===== src/omc_pkg.sv =====
// holds shared constants of the on-chip memory controller
// assumes a 100 MHz core clock and an APB register port
`default_nettype none
package omc_pkg;
  // ********************************************************
  // register map (word offsets inside each half's block)
  // ********************************************************
  localparam logic [1:0] OMC_REG_BASE = 2'h0;
  localparam logic [1:0] OMC_REG_CTRL = 2'h1;
  localparam logic [1:0] OMC_REG_INIT_ADDR = 2'h2;
  localparam logic [1:0] OMC_REG_INIT_DATA = 2'h3;
  localparam int OMC_SEL_LSB = 4;
  localparam int OMC_SEL_MSB = 11;
  localparam int OMC_OFS_LSB = 2;
  localparam int OMC_OFS_MSB = 3;
  // ********************************************************
  // control register fields
  // ********************************************************
  localparam int OMC_CTRL_DEC_BIT = 0;
  localparam int OMC_CTRL_RATIO_LSB = 1;
  localparam int OMC_CTRL_RATIO_MSB = 3;
  localparam int OMC_CTRL_VARLAT_BIT = 4;
  localparam int OMC_CTRL_AUTO_BIT = 5;
  localparam logic [2:0] OMC_LEGACY_MAX_RATIO_M1 = 3'h3;
  // ********************************************************
  // address fields
  // ********************************************************
  localparam int OMC_WIN_LSB = 24;
  localparam int OMC_DADDR_LSB = 2;
  localparam int OMC_IADDR_LSB = 3;
  localparam logic [21:0] OMC_INIT_ADDR_RST = 22'h000000;
  localparam logic [7:0] OMC_REG8_RST = 8'h00;
endpackage
`default_nettype wire


===== src/omc_ctrl.sv =====
// on-chip memory controller: data half, instruction half, APB regs
// assumes memory clocks are pins and memories answer on mem ticks
//
// Functional notes
// - data half carries 32-bit loads and stores
// - instruction half reads 64-bit fetches only
// - both halves reach memory directly with no arbitration
// - each half decodes its own 16 MB window
// - hits in either window are flagged non-cacheable
// - core clock runs N times memory clock, N 1..8 or legacy 1..4
// - newer variant may detect the clock ratio itself
// - separate 32-bit write and read data buses on data side
// - data side writes single bytes by per-byte enables
// - data side drives a 22-bit word address
// - newer variant may let the slave end each data transfer
// - each 64-bit fetch spans two memory cycles, two instructions
// - 32-bit init port, write-only legacy, read/write newer
// - separate 21-bit fetch read and init write addresses
// - at most one load or store per two memory cycles
// - at most two fetched instructions per two memory cycles
// - base and control registers load from tie inputs at power up
// - register block answers at base set by tie inputs
// - data memory filled by stores, instruction memory via registers
// - top eight address bits compared with base register
// - window decode only while control bit 0 is set
// - a pending load is served before a pending store
//
// The APB register port and the register offsets were decided locally.
`timescale 1ns/1ns
`default_nettype none
module omc_ctrl
  import omc_pkg::*;
#(
  parameter bit LEGACY = 1'b0
)
(
  input wire logic mclk,
  input wire logic rst,
  // register bus
  input wire logic psel,
  input wire logic penable,
  input wire logic pwrite,
  input wire logic [11:0] paddr,
  input wire logic [31:0] pwdata,
  output logic [31:0] prdata,
  output logic pready,
  output logic pslverr,
  // tie-offs
  input wire logic [7:0] data_base_default_tie,
  input wire logic [7:0] data_control_default_tie,
  input wire logic [7:0] instr_base_default_tie,
  input wire logic [7:0] instr_control_default_tie,
  input wire logic [7:0] data_cfg_base_tie,
  input wire logic [7:0] instr_cfg_base_tie,
  // memory clocks
  input wire logic data_mem_clock,
  input wire logic instr_mem_clock,
  // processor data side
  input wire logic dproc_load_req,
  input wire logic dproc_store_req,
  input wire logic [31:0] dproc_addr,
  input wire logic [31:0] dproc_wdata,
  input wire logic [3:0] dproc_byte_en,
  output logic [31:0] dproc_rdata,
  output logic dproc_ack,
  output logic dproc_miss,
  output logic dproc_uncached,
  // data side memory
  output logic [21:0] dmem_addr,
  output logic [31:0] dmem_wdata,
  output logic [3:0] dmem_we,
  output logic dmem_en,
  input wire logic [31:0] dmem_rdata,
  input wire logic dmem_ready,
  // processor instruction side
  input wire logic ifetch_req,
  input wire logic [31:0] ifetch_addr,
  output logic [63:0] ifetch_data,
  output logic ifetch_ack,
  output logic ifetch_miss,
  output logic ifetch_uncached,
  // instruction side memory
  output logic [20:0] imem_rd_addr,
  output logic imem_rd_en,
  input wire logic [63:0] imem_rdata,
  output logic [20:0] imem_wr_addr,
  output logic [31:0] imem_wr_data,
  output logic imem_wr_sel,
  output logic imem_wr_en
);
  typedef enum logic [3:0] {
    D_IDLE = 4'h1, D_ISSUE = 4'h2, D_WAIT = 4'h4, D_GAP = 4'h8
  } omc_dstate_type;
  typedef enum logic [3:0] {
    I_IDLE = 4'h1, I_ISSUE = 4'h2, I_WAIT = 4'h4, I_GAP = 4'h8
  } omc_istate_type;

  logic [7:0] dbase_r, dctrl_r, ibase_r, ictrl_r;
  logic [21:0] init_addr_r;
  logic load_ties_r;
  logic dtick, itick;
  logic [2:0] ddet, idet, dratio, iratio;
  logic dauto, iauto, dvarlat;
  logic dhit, ihit;
  omc_dstate_type dstate_r;
  omc_istate_type istate_r;
  logic dis_load_r;
  logic [1:0] iop_r;
  logic init_busy_r, init_done_r;
  logic [31:0] init_rdata_r;
  logic acc, dsel, isel, mapped, init_acc;
  logic [31:0] rd_mux;

  // ********************************************************
  // ratio and mode selection
  // ********************************************************
  assign dauto = ~LEGACY & dctrl_r[OMC_CTRL_AUTO_BIT];
  assign iauto = ~LEGACY & ictrl_r[OMC_CTRL_AUTO_BIT];
  assign dvarlat = ~LEGACY & dctrl_r[OMC_CTRL_VARLAT_BIT];
  // legacy part clamps N to 4
  assign dratio = (LEGACY &&
    dctrl_r[OMC_CTRL_RATIO_MSB:OMC_CTRL_RATIO_LSB] > OMC_LEGACY_MAX_RATIO_M1)
    ? OMC_LEGACY_MAX_RATIO_M1
    : dctrl_r[OMC_CTRL_RATIO_MSB:OMC_CTRL_RATIO_LSB];
  assign iratio = (LEGACY &&
    ictrl_r[OMC_CTRL_RATIO_MSB:OMC_CTRL_RATIO_LSB] > OMC_LEGACY_MAX_RATIO_M1)
    ? OMC_LEGACY_MAX_RATIO_M1
    : ictrl_r[OMC_CTRL_RATIO_MSB:OMC_CTRL_RATIO_LSB];

  omc_tick u_dtick (
    .mclk(mclk),
    .rst(rst),
    .mem_clock(data_mem_clock),
    .auto_en(dauto),
    .ratio_m1(dratio),
    .tick(dtick),
    .det_ratio_m1(ddet)
  );

  omc_tick u_itick (
    .mclk(mclk),
    .rst(rst),
    .mem_clock(instr_mem_clock),
    .auto_en(iauto),
    .ratio_m1(iratio),
    .tick(itick),
    .det_ratio_m1(idet)
  );

  // ********************************************************
  // window decode
  // ********************************************************
  assign dhit = dctrl_r[OMC_CTRL_DEC_BIT] &
    (dproc_addr[31:OMC_WIN_LSB] == dbase_r);
  assign ihit = ictrl_r[OMC_CTRL_DEC_BIT] &
    (ifetch_addr[31:OMC_WIN_LSB] == ibase_r);

  // ********************************************************
  // APB decode
  // ********************************************************
  assign acc = psel & penable;
  assign dsel = paddr[OMC_SEL_MSB:OMC_SEL_LSB] == data_cfg_base_tie;
  assign isel = ~dsel &
    (paddr[OMC_SEL_MSB:OMC_SEL_LSB] == instr_cfg_base_tie);
  assign mapped = (dsel && paddr[OMC_OFS_MSB] == 1'b0) || isel;
  assign init_acc = isel &
    (paddr[OMC_OFS_MSB:OMC_OFS_LSB] == OMC_REG_INIT_DATA);

  always_comb begin
    rd_mux = 32'h0;
    if (dsel) begin
      case (paddr[OMC_OFS_MSB:OMC_OFS_LSB])
        OMC_REG_BASE: rd_mux = {24'h0, dbase_r};
        OMC_REG_CTRL: rd_mux = {21'h0, ddet, dctrl_r};
        default: rd_mux = 32'h0;
      endcase
    end else if (isel) begin
      case (paddr[OMC_OFS_MSB:OMC_OFS_LSB])
        OMC_REG_BASE: rd_mux = {24'h0, ibase_r};
        OMC_REG_CTRL: rd_mux = {21'h0, idet, ictrl_r};
        OMC_REG_INIT_ADDR: rd_mux = {10'h0, init_addr_r};
        OMC_REG_INIT_DATA: rd_mux = LEGACY ? 32'h0 : init_rdata_r;
        default: rd_mux = 32'h0;
      endcase
    end
  end

  // answer after one wait state, init data waits for the memory except legacy reads
  always_ff @(posedge mclk or posedge rst) begin
    if (rst) begin
      pready <= 1'b0;
      pslverr <= 1'b0;
      prdata <= 32'h0;
    end else if (acc && !pready &&
        (!init_acc || init_done_r || (LEGACY && !pwrite))) begin
      pready <= 1'b1;
      pslverr <= ~mapped;
      prdata <= (mapped && !pwrite) ? rd_mux : 32'h0;
    end else begin
      pready <= 1'b0;
      pslverr <= 1'b0;
      prdata <= 32'h0;
    end
  end

  // ********************************************************
  // configuration registers
  // ********************************************************
  // ties are caught on the first edge after reset release
  always_ff @(posedge mclk or posedge rst) begin
    if (rst) begin
      load_ties_r <= 1'b1;
    end else begin
      load_ties_r <= 1'b0;
    end
  end

  always_ff @(posedge mclk or posedge rst) begin
    if (rst) begin
      dbase_r <= OMC_REG8_RST;
      dctrl_r <= OMC_REG8_RST;
      ibase_r <= OMC_REG8_RST;
      ictrl_r <= OMC_REG8_RST;
    end else if (load_ties_r) begin
      dbase_r <= data_base_default_tie;
      dctrl_r <= data_control_default_tie;
      ibase_r <= instr_base_default_tie;
      ictrl_r <= instr_control_default_tie;
    end else if (acc && pready && pwrite) begin
      if (dsel && paddr[OMC_OFS_MSB:OMC_OFS_LSB] == OMC_REG_BASE) begin
        dbase_r <= pwdata[7:0];
      end
      if (dsel && paddr[OMC_OFS_MSB:OMC_OFS_LSB] == OMC_REG_CTRL) begin
        dctrl_r <= pwdata[7:0];
      end
      if (isel && paddr[OMC_OFS_MSB:OMC_OFS_LSB] == OMC_REG_BASE) begin
        ibase_r <= pwdata[7:0];
      end
      if (isel && paddr[OMC_OFS_MSB:OMC_OFS_LSB] == OMC_REG_CTRL) begin
        ictrl_r <= pwdata[7:0];
      end
    end
  end

  // init address steps after each init data access
  always_ff @(posedge mclk or posedge rst) begin
    if (rst) begin
      init_addr_r <= OMC_INIT_ADDR_RST;
    end else if (acc && pready && isel && pwrite &&
        paddr[OMC_OFS_MSB:OMC_OFS_LSB] == OMC_REG_INIT_ADDR) begin
      init_addr_r <= pwdata[21:0];
    end else if (acc && pready && init_acc) begin
      init_addr_r <= init_addr_r + 22'h1;
    end
  end

  // ********************************************************
  // data half
  // ********************************************************
  // two memory ticks per access keeps one access per two cycles
  always_ff @(posedge mclk or posedge rst) begin
    if (rst) begin
      dstate_r <= D_IDLE;
      dis_load_r <= 1'b0;
      dmem_addr <= 22'h0;
      dmem_wdata <= 32'h0;
      dmem_we <= 4'h0;
      dmem_en <= 1'b0;
      dproc_rdata <= 32'h0;
      dproc_ack <= 1'b0;
      dproc_miss <= 1'b0;
      dproc_uncached <= 1'b0;
    end else begin
      dproc_ack <= 1'b0;
      dproc_miss <= 1'b0;
      dproc_uncached <= 1'b0;
      case (dstate_r)
        D_IDLE: begin
          if (dproc_load_req || dproc_store_req) begin
            if (dhit) begin
              dis_load_r <= dproc_load_req;
              dstate_r <= D_ISSUE;
            end else begin
              dproc_miss <= 1'b1;
              dstate_r <= D_GAP;
            end
          end
        end
        D_ISSUE: begin
          if (dtick) begin
            dmem_en <= 1'b1;
            dmem_addr <= dproc_addr[OMC_WIN_LSB-1:OMC_DADDR_LSB];
            dmem_wdata <= dproc_wdata;
            dmem_we <= dis_load_r ? 4'h0 : dproc_byte_en;
            dstate_r <= D_WAIT;
          end
        end
        D_WAIT: begin
          if (dtick && (!dvarlat || dmem_ready)) begin
            dmem_en <= 1'b0;
            dmem_we <= 4'h0;
            if (dis_load_r) begin
              dproc_rdata <= dmem_rdata;
            end
            dproc_ack <= 1'b1;
            dproc_uncached <= 1'b1;
            dstate_r <= D_GAP;
          end
        end
        D_GAP: begin
          // lets the core drop its request before the next decode
          dstate_r <= D_IDLE;
        end
        default: begin
          dstate_r <= D_IDLE;
        end
      endcase
    end
  end

  // ********************************************************
  // instruction half
  // ********************************************************
  // iop 0 fetch, 1 init read, 2 init write; fetch has priority
  always_ff @(posedge mclk or posedge rst) begin
    if (rst) begin
      istate_r <= I_IDLE;
      iop_r <= 2'h0;
      imem_rd_addr <= 21'h0;
      imem_rd_en <= 1'b0;
      imem_wr_addr <= 21'h0;
      imem_wr_data <= 32'h0;
      imem_wr_sel <= 1'b0;
      imem_wr_en <= 1'b0;
      ifetch_data <= 64'h0;
      ifetch_ack <= 1'b0;
      ifetch_miss <= 1'b0;
      ifetch_uncached <= 1'b0;
      init_busy_r <= 1'b0;
      init_done_r <= 1'b0;
      init_rdata_r <= 32'h0;
    end else begin
      ifetch_ack <= 1'b0;
      ifetch_miss <= 1'b0;
      ifetch_uncached <= 1'b0;
      if (!acc) begin
        init_done_r <= 1'b0;
        init_busy_r <= 1'b0;
      end
      case (istate_r)
        I_IDLE: begin
          if (ifetch_req) begin
            if (ihit) begin
              iop_r <= 2'h0;
              istate_r <= I_ISSUE;
            end else begin
              ifetch_miss <= 1'b1;
              istate_r <= I_GAP;
            end
          end else if (acc && init_acc && !init_busy_r && !init_done_r &&
              !(LEGACY && !pwrite)) begin
            iop_r <= pwrite ? 2'h2 : 2'h1;
            init_busy_r <= 1'b1;
            istate_r <= I_ISSUE;
          end
        end
        I_ISSUE: begin
          if (itick) begin
            if (iop_r == 2'h2) begin
              imem_wr_en <= 1'b1;
              imem_wr_addr <= init_addr_r[21:1];
              imem_wr_sel <= init_addr_r[0];
              imem_wr_data <= pwdata;
            end else begin
              imem_rd_en <= 1'b1;
              imem_rd_addr <= (iop_r == 2'h0)
                ? ifetch_addr[OMC_WIN_LSB-1:OMC_IADDR_LSB]
                : init_addr_r[21:1];
            end
            istate_r <= I_WAIT;
          end
        end
        I_WAIT: begin
          if (itick) begin
            imem_rd_en <= 1'b0;
            imem_wr_en <= 1'b0;
            if (iop_r == 2'h0) begin
              ifetch_data <= imem_rdata;
              ifetch_ack <= 1'b1;
              ifetch_uncached <= 1'b1;
            end else begin
              // first word is the upper half, big endian order
              init_rdata_r <= init_addr_r[0] ? imem_rdata[31:0]
                                              : imem_rdata[63:32];
              init_done_r <= 1'b1;
            end
            istate_r <= I_GAP;
          end
        end
        I_GAP: begin
          istate_r <= I_IDLE;
        end
        default: begin
          istate_r <= I_IDLE;
        end
      endcase
    end
  end
endmodule
`default_nettype wire


===== src/omc_tick.sv =====
// memory clock tick generator with optional ratio detection
// assumes mem_clock is a pin from outside the core clock domain
`timescale 1ns/1ns
`default_nettype none
module omc_tick
  import omc_pkg::*;
(
  input wire logic mclk,
  input wire logic rst,
  input wire logic mem_clock,
  input wire logic auto_en,
  input wire logic [2:0] ratio_m1,
  output logic tick,
  output logic [2:0] det_ratio_m1
);
  logic [2:0] sync_r;
  logic level_r;
  logic [2:0] div_r;
  logic [3:0] per_r;
  logic rise;

  // ********************************************************
  // pin synchroniser, change counted when stages 2 and 3 agree
  // ********************************************************
  always_ff @(posedge mclk or posedge rst) begin
    if (rst) begin
      sync_r <= 3'h0;
    end else begin
      sync_r <= {sync_r[1:0], mem_clock};
    end
  end

  always_ff @(posedge mclk or posedge rst) begin
    if (rst) begin
      level_r <= 1'b0;
    end else if (sync_r[1] == sync_r[2]) begin
      level_r <= sync_r[2];
    end
  end

  assign rise = sync_r[1] & sync_r[2] & ~level_r;

  // ********************************************************
  // period measure, core cycles between memory clock rises
  // ********************************************************
  always_ff @(posedge mclk or posedge rst) begin
    if (rst) begin
      per_r <= 4'h0;
      det_ratio_m1 <= 3'h0;
    end else if (rise) begin
      per_r <= 4'h0;
      det_ratio_m1 <= (per_r > 4'h7) ? 3'h7 : per_r[2:0];
    end else if (per_r != 4'hF) begin
      per_r <= per_r + 4'h1;
    end
  end

  // programmed ratio: one tick every ratio_m1+1 core cycles
  always_ff @(posedge mclk or posedge rst) begin
    if (rst) begin
      div_r <= 3'h0;
    end else if (div_r >= ratio_m1) begin
      div_r <= 3'h0;
    end else begin
      div_r <= div_r + 3'h1;
    end
  end

  always_ff @(posedge mclk or posedge rst) begin
    if (rst) begin
      tick <= 1'b0;
    end else begin
      tick <= auto_en ? rise : (div_r >= ratio_m1);
    end
  end
endmodule
`default_nettype wire


===== config.mk =====
export PLATFORM = sky130hd
export DESIGN_NAME = omc_ctrl
export DESIGN_NICKNAME = d
export VERILOG_FILES = /design/src/omc_pkg.sv /design/src/omc_ctrl.sv /design/src/omc_tick.sv
export SDC_FILE = /design/constraint.sdc
export NUM_CORES = 1
export LEC_CHECK = 0
export BUFFER_PORTS_ARGS = -buffer_cell sky130_fd_sc_hd__buf_2
export CAP_MARGIN = 20
export CORE_AREA = 3 3 218 220
export CTS_CLUSTER_SIZE = 25
export DETAILED_ROUTE_END_ITERATION = 8
export DIE_AREA = 0 0 221 223
export HOLD_SLACK_MARGIN = 0.06
export PLACE_DENSITY = 0.69
export SLEW_MARGIN = 5
export SYNTH_ARGS = -nofsm -noshare
export SYNTH_HDL_FRONTEND = slang
export SYNTH_SLANG_ARGS = --single-unit

===== constraint.sdc =====
create_clock -name mclk -period 18.65 [get_ports mclk]
set_input_delay 3.73 -clock mclk [delete_from_list [all_inputs] [get_ports mclk]]
set_output_delay 3.73 -clock mclk [all_outputs]
set_load 0.01 [all_outputs]

==> results by group <==
Drt
  • Routed wire length per instance: 19.6 µm
  • DR pass1 iterations: 5
  • Via-per-instance ratio: just over 5
  • Post-DRT Antenna Nets: 0
  • Initial DRC count: roughly 840
  • Post-Route WL: 54800 µm
  • DRC violation count after routing: 0
  • Vias: 14100

Worst setup path
  • Crit Path Max Fanout: 27
  • WS Path Type: input pin to flop
  • Slowest CP cell: and3_1
  • Worst Path Required: 19120 ps
  • Family with the most delay on the worst path: simple AND/OR/NAND/NOR gates
  • CP cell instances: buf_2 > xor2_1 > nor4_4 > o211a_1 > and3_1 > nor3_1 > a221oi_1
  • Worst EP arrival: about 6600 ps
  • Critical path startpoint category: input pin
  • Worst setup EP type: flop
  • Crit path largest cell delay: 990 ps
  • WP buf/inv: 1

STA
  • Final hold vios: 0
  • Final Max Slew Viols: 0
  • Fmax: roughly 0.16 GHz
  • RSZ-0062 raised after global routing: false
  • Tmin final: 6090 ps
  • Period Utilization, post-route: 32.6%
  • Endpoints failing setup: 0
  • Skew final: 40.5 ps
  • Fin Setup TNS: 0 ps
  • Max_slew headroom: 29.5%
  • Slew @ Worst Pin: 1060 ps

Floorplanning
  • IO Pins: 571
  • Rows: between 70 and 80
  • Chip width: around 220 µm
  • Die area: ~0.05 mm²
  • Core Footprint: 0.0455 mm²
  • Initial Utilization: 37.9%
  • Chip Height: 223 µm

Logic synthesis
  • Avg Inst Size Synth: 10.6 µm²
  • Syn Nets: about 1900
  • Cell count after synthesis: approximately 1600
  • Post-Syn Area: between 0.015 and 0.02 mm²
  • Post-synth cell types: 66
  • Leading area contributor after synthesis: dfrtp_1
  • Post-synth top area share: 57.6%
  • Number of synthesized register bits: 400
  • Synth top area cells: dfrtp_1 58%, nand2_1 10%, mux2_2 6.3%, mux2i_1 5.7%, o21ai_0 2.8%
  • Ys async rst share: 100%
  • Ys flop type: dfrtp_1
  • Post-synthesis sequential area ratio: 58.1%
  • Yosys warns: 0
  • Post-synth EDFFs: 0

Global route
  • Largest net degree at the start of global routing: 155
  • Routing usage on met2: 38.6%
  • Initial antenna violation count: 26
  • Total gr overflow: 0
  • Met1 Use GR: 24.6%
  • Vias in the first global route: 14300
  • Total track usage: a little over a fifth
  • Routing usage on met3: 5.91%
  • Gr busiest metal: met2
  • Global-route wire length before repair: 83300 µm

Finish
  • Multi-input combinational cell area: 0.00677 mm²
  • Final nets: 2471
  • Finished Cell Area: 0.0221 mm²
  • Share of layout cells above drive strength 1: 35.5%
  • Fillers: 4204
  • Area Growth Syn to Fin: 28.3%
  • Register Area: 0.0100 mm²

Place
  • IO buf count: 563
  • Placed cell areas: 0.0205 mm²
  • GPL Wtd Cong: 0.874
  • Hpwl dp: about 41000 µm

CTS
  • Reg clk slew, reported paths: 60 ps
  • Post CTS Setup Buffer Count: 0
  • Max Root-Sink Buffers: 3
  • TritonCTS clock tree: done
  • Clock sink total: 400
  • Total CTS buffers: 45
  • CTS Root Cell: clkbuf_16
  • Cts repair resizes: 0
  • Later-pin clock latency in the skew report: 590 ps
  • Post-CTS Hold Buffers: 0
  • H-Tree Depth: 2

Power and ir drop
  • Pwr/cell area: 102 mW/mm²
  • Peak VDD IR: 0.0000835 V
  • Pleak: ~0.011 µW

Hold path
  • Worst Hold Class: flop to flop

Outcome
  • Status: finished clean

Run
  • Max Cap Viol: 0
==> kinds of logic (layout without fill, tap and decap cells) <==
logic type / Yosys count / after routing / share of synthesized area (%)
simple gates: 667 / 667 / 16.5
flops: 400 / 400 / 58.1
mux: 202 / 202 / 13.0
compound gates: 191 / 191 / 6.66
buf+inv: 111 / 680 / 2.78
xor+xnor: 40 / 40 / 2.03
fa+ha+maj: 13 / 13 / 0.944
other cells: 1 / 7 / 0.0218
==> cell usage after synthesis (17+ instances only) <==
master and n:
nand2_1 476, dfrtp_1 397, xor2_1 22, buf_2 17, nor2_1 79, mux2i_1 98, mux2_2 96, clkbuf_1 55
a21oi_1 37, nand3_1 21, xnor2_1 18, o21ai_0 95, inv_1 23
==> metrics by stage <==
stage | hold WS [ps] | total power, µW | cells | util [%] | setup WS [ps]
after floorplan | 331 | 1200 | 1625 | - | 3800
after global placement | 341 | 1340 | 2710 | 45.2 | 11990
after detailed placement | 341 | 1350 | 2710 | 45.2 | 11910
after CTS | 355 | 2280 | 2792 | 48.5 | 12550
after global routing | 369 | 2360 | 2800 | 48.6 | 12320
final | 353 | 2250 | 2800 | 48.6 | 12560
==> power by group <==
part | leakage, µW | internal, µW | total [µW] | switching [µW]
Combinational | 0.00581 | 136 | 312 | 176
Sequential | 0.00453 | 958 | 1020 | 63.5
Clock | 0.000752 | 549 | 914 | 365
==> per-layer routing <==
| metal | up-vias | part of all wire, % |
|---|---|---|
| li1 | 6550 | - |
| met1 | 6895 | 38 |
| met2 | 542 | 51 |
| met3 | 124 | 7.1 |
| met4 | 14 | 3.6 |
| met5 | - | 0.18 |
==> registers in the layout, summed over array words and instances (netlist names), 8 cells and up <==
name and cells:
prdata 32, imem_wr_data 32, imem_wr_addr 21, imem_rd_addr 21
init_addr_r 22, ifetch_data 64, ibase_r 8, dmem_wdata 32
dbase_r 8, dctrl_r 8, ictrl_r 8, dmem_addr 22
dproc_rdata 32, init_rdata_r 32
==> final timing paths <==
kind                                   startpoint                end  slack [ps]  cells past startpoint
min in group asynchronous                     rst     dmem_wdata[20]        3260                      2
worst min-delay path            u_itick.sync_r[0]  u_itick.sync_r[1]         350                      0
max in group asynchronous                     rst      dmem_wdata[7]       13150                      4
worst max-delay path                     paddr[9]    init_addr_r[16]       12560                      7
worst max register to register        dstate_r[2]         dmem_we[0]       15900                      4
worst min register to register  u_itick.sync_r[0]  u_itick.sync_r[1]         350                      0
==> cells in the final DEF (no fill, tap or decap), drive strengths merged, types with 22 or more instances in the layout <==
cell type	Yosys	layout
a21oi	37	37
dfrtp	397	397
nor2	80	80
inv	23	25
mux2i	98	98
nand2	480	480
clkbuf	55	62
o21ai	97	97
mux2	96	96
xor2	22	22
buf	33	575
==> area by class of cell <==
type | instances | share of cell area, %
inverter | 23 | 0.424
clock buffer | 62 | 5.75
sequential | 400 | 45.3
multi-input combinational | 1114 | 30.6
tap | 600 | 3.39
antenna | 6 | 0.0679
timing repair buffer | 575 | 13.3
clock inverter | 20 | 1.19
(Power assumes the default switching activity.)
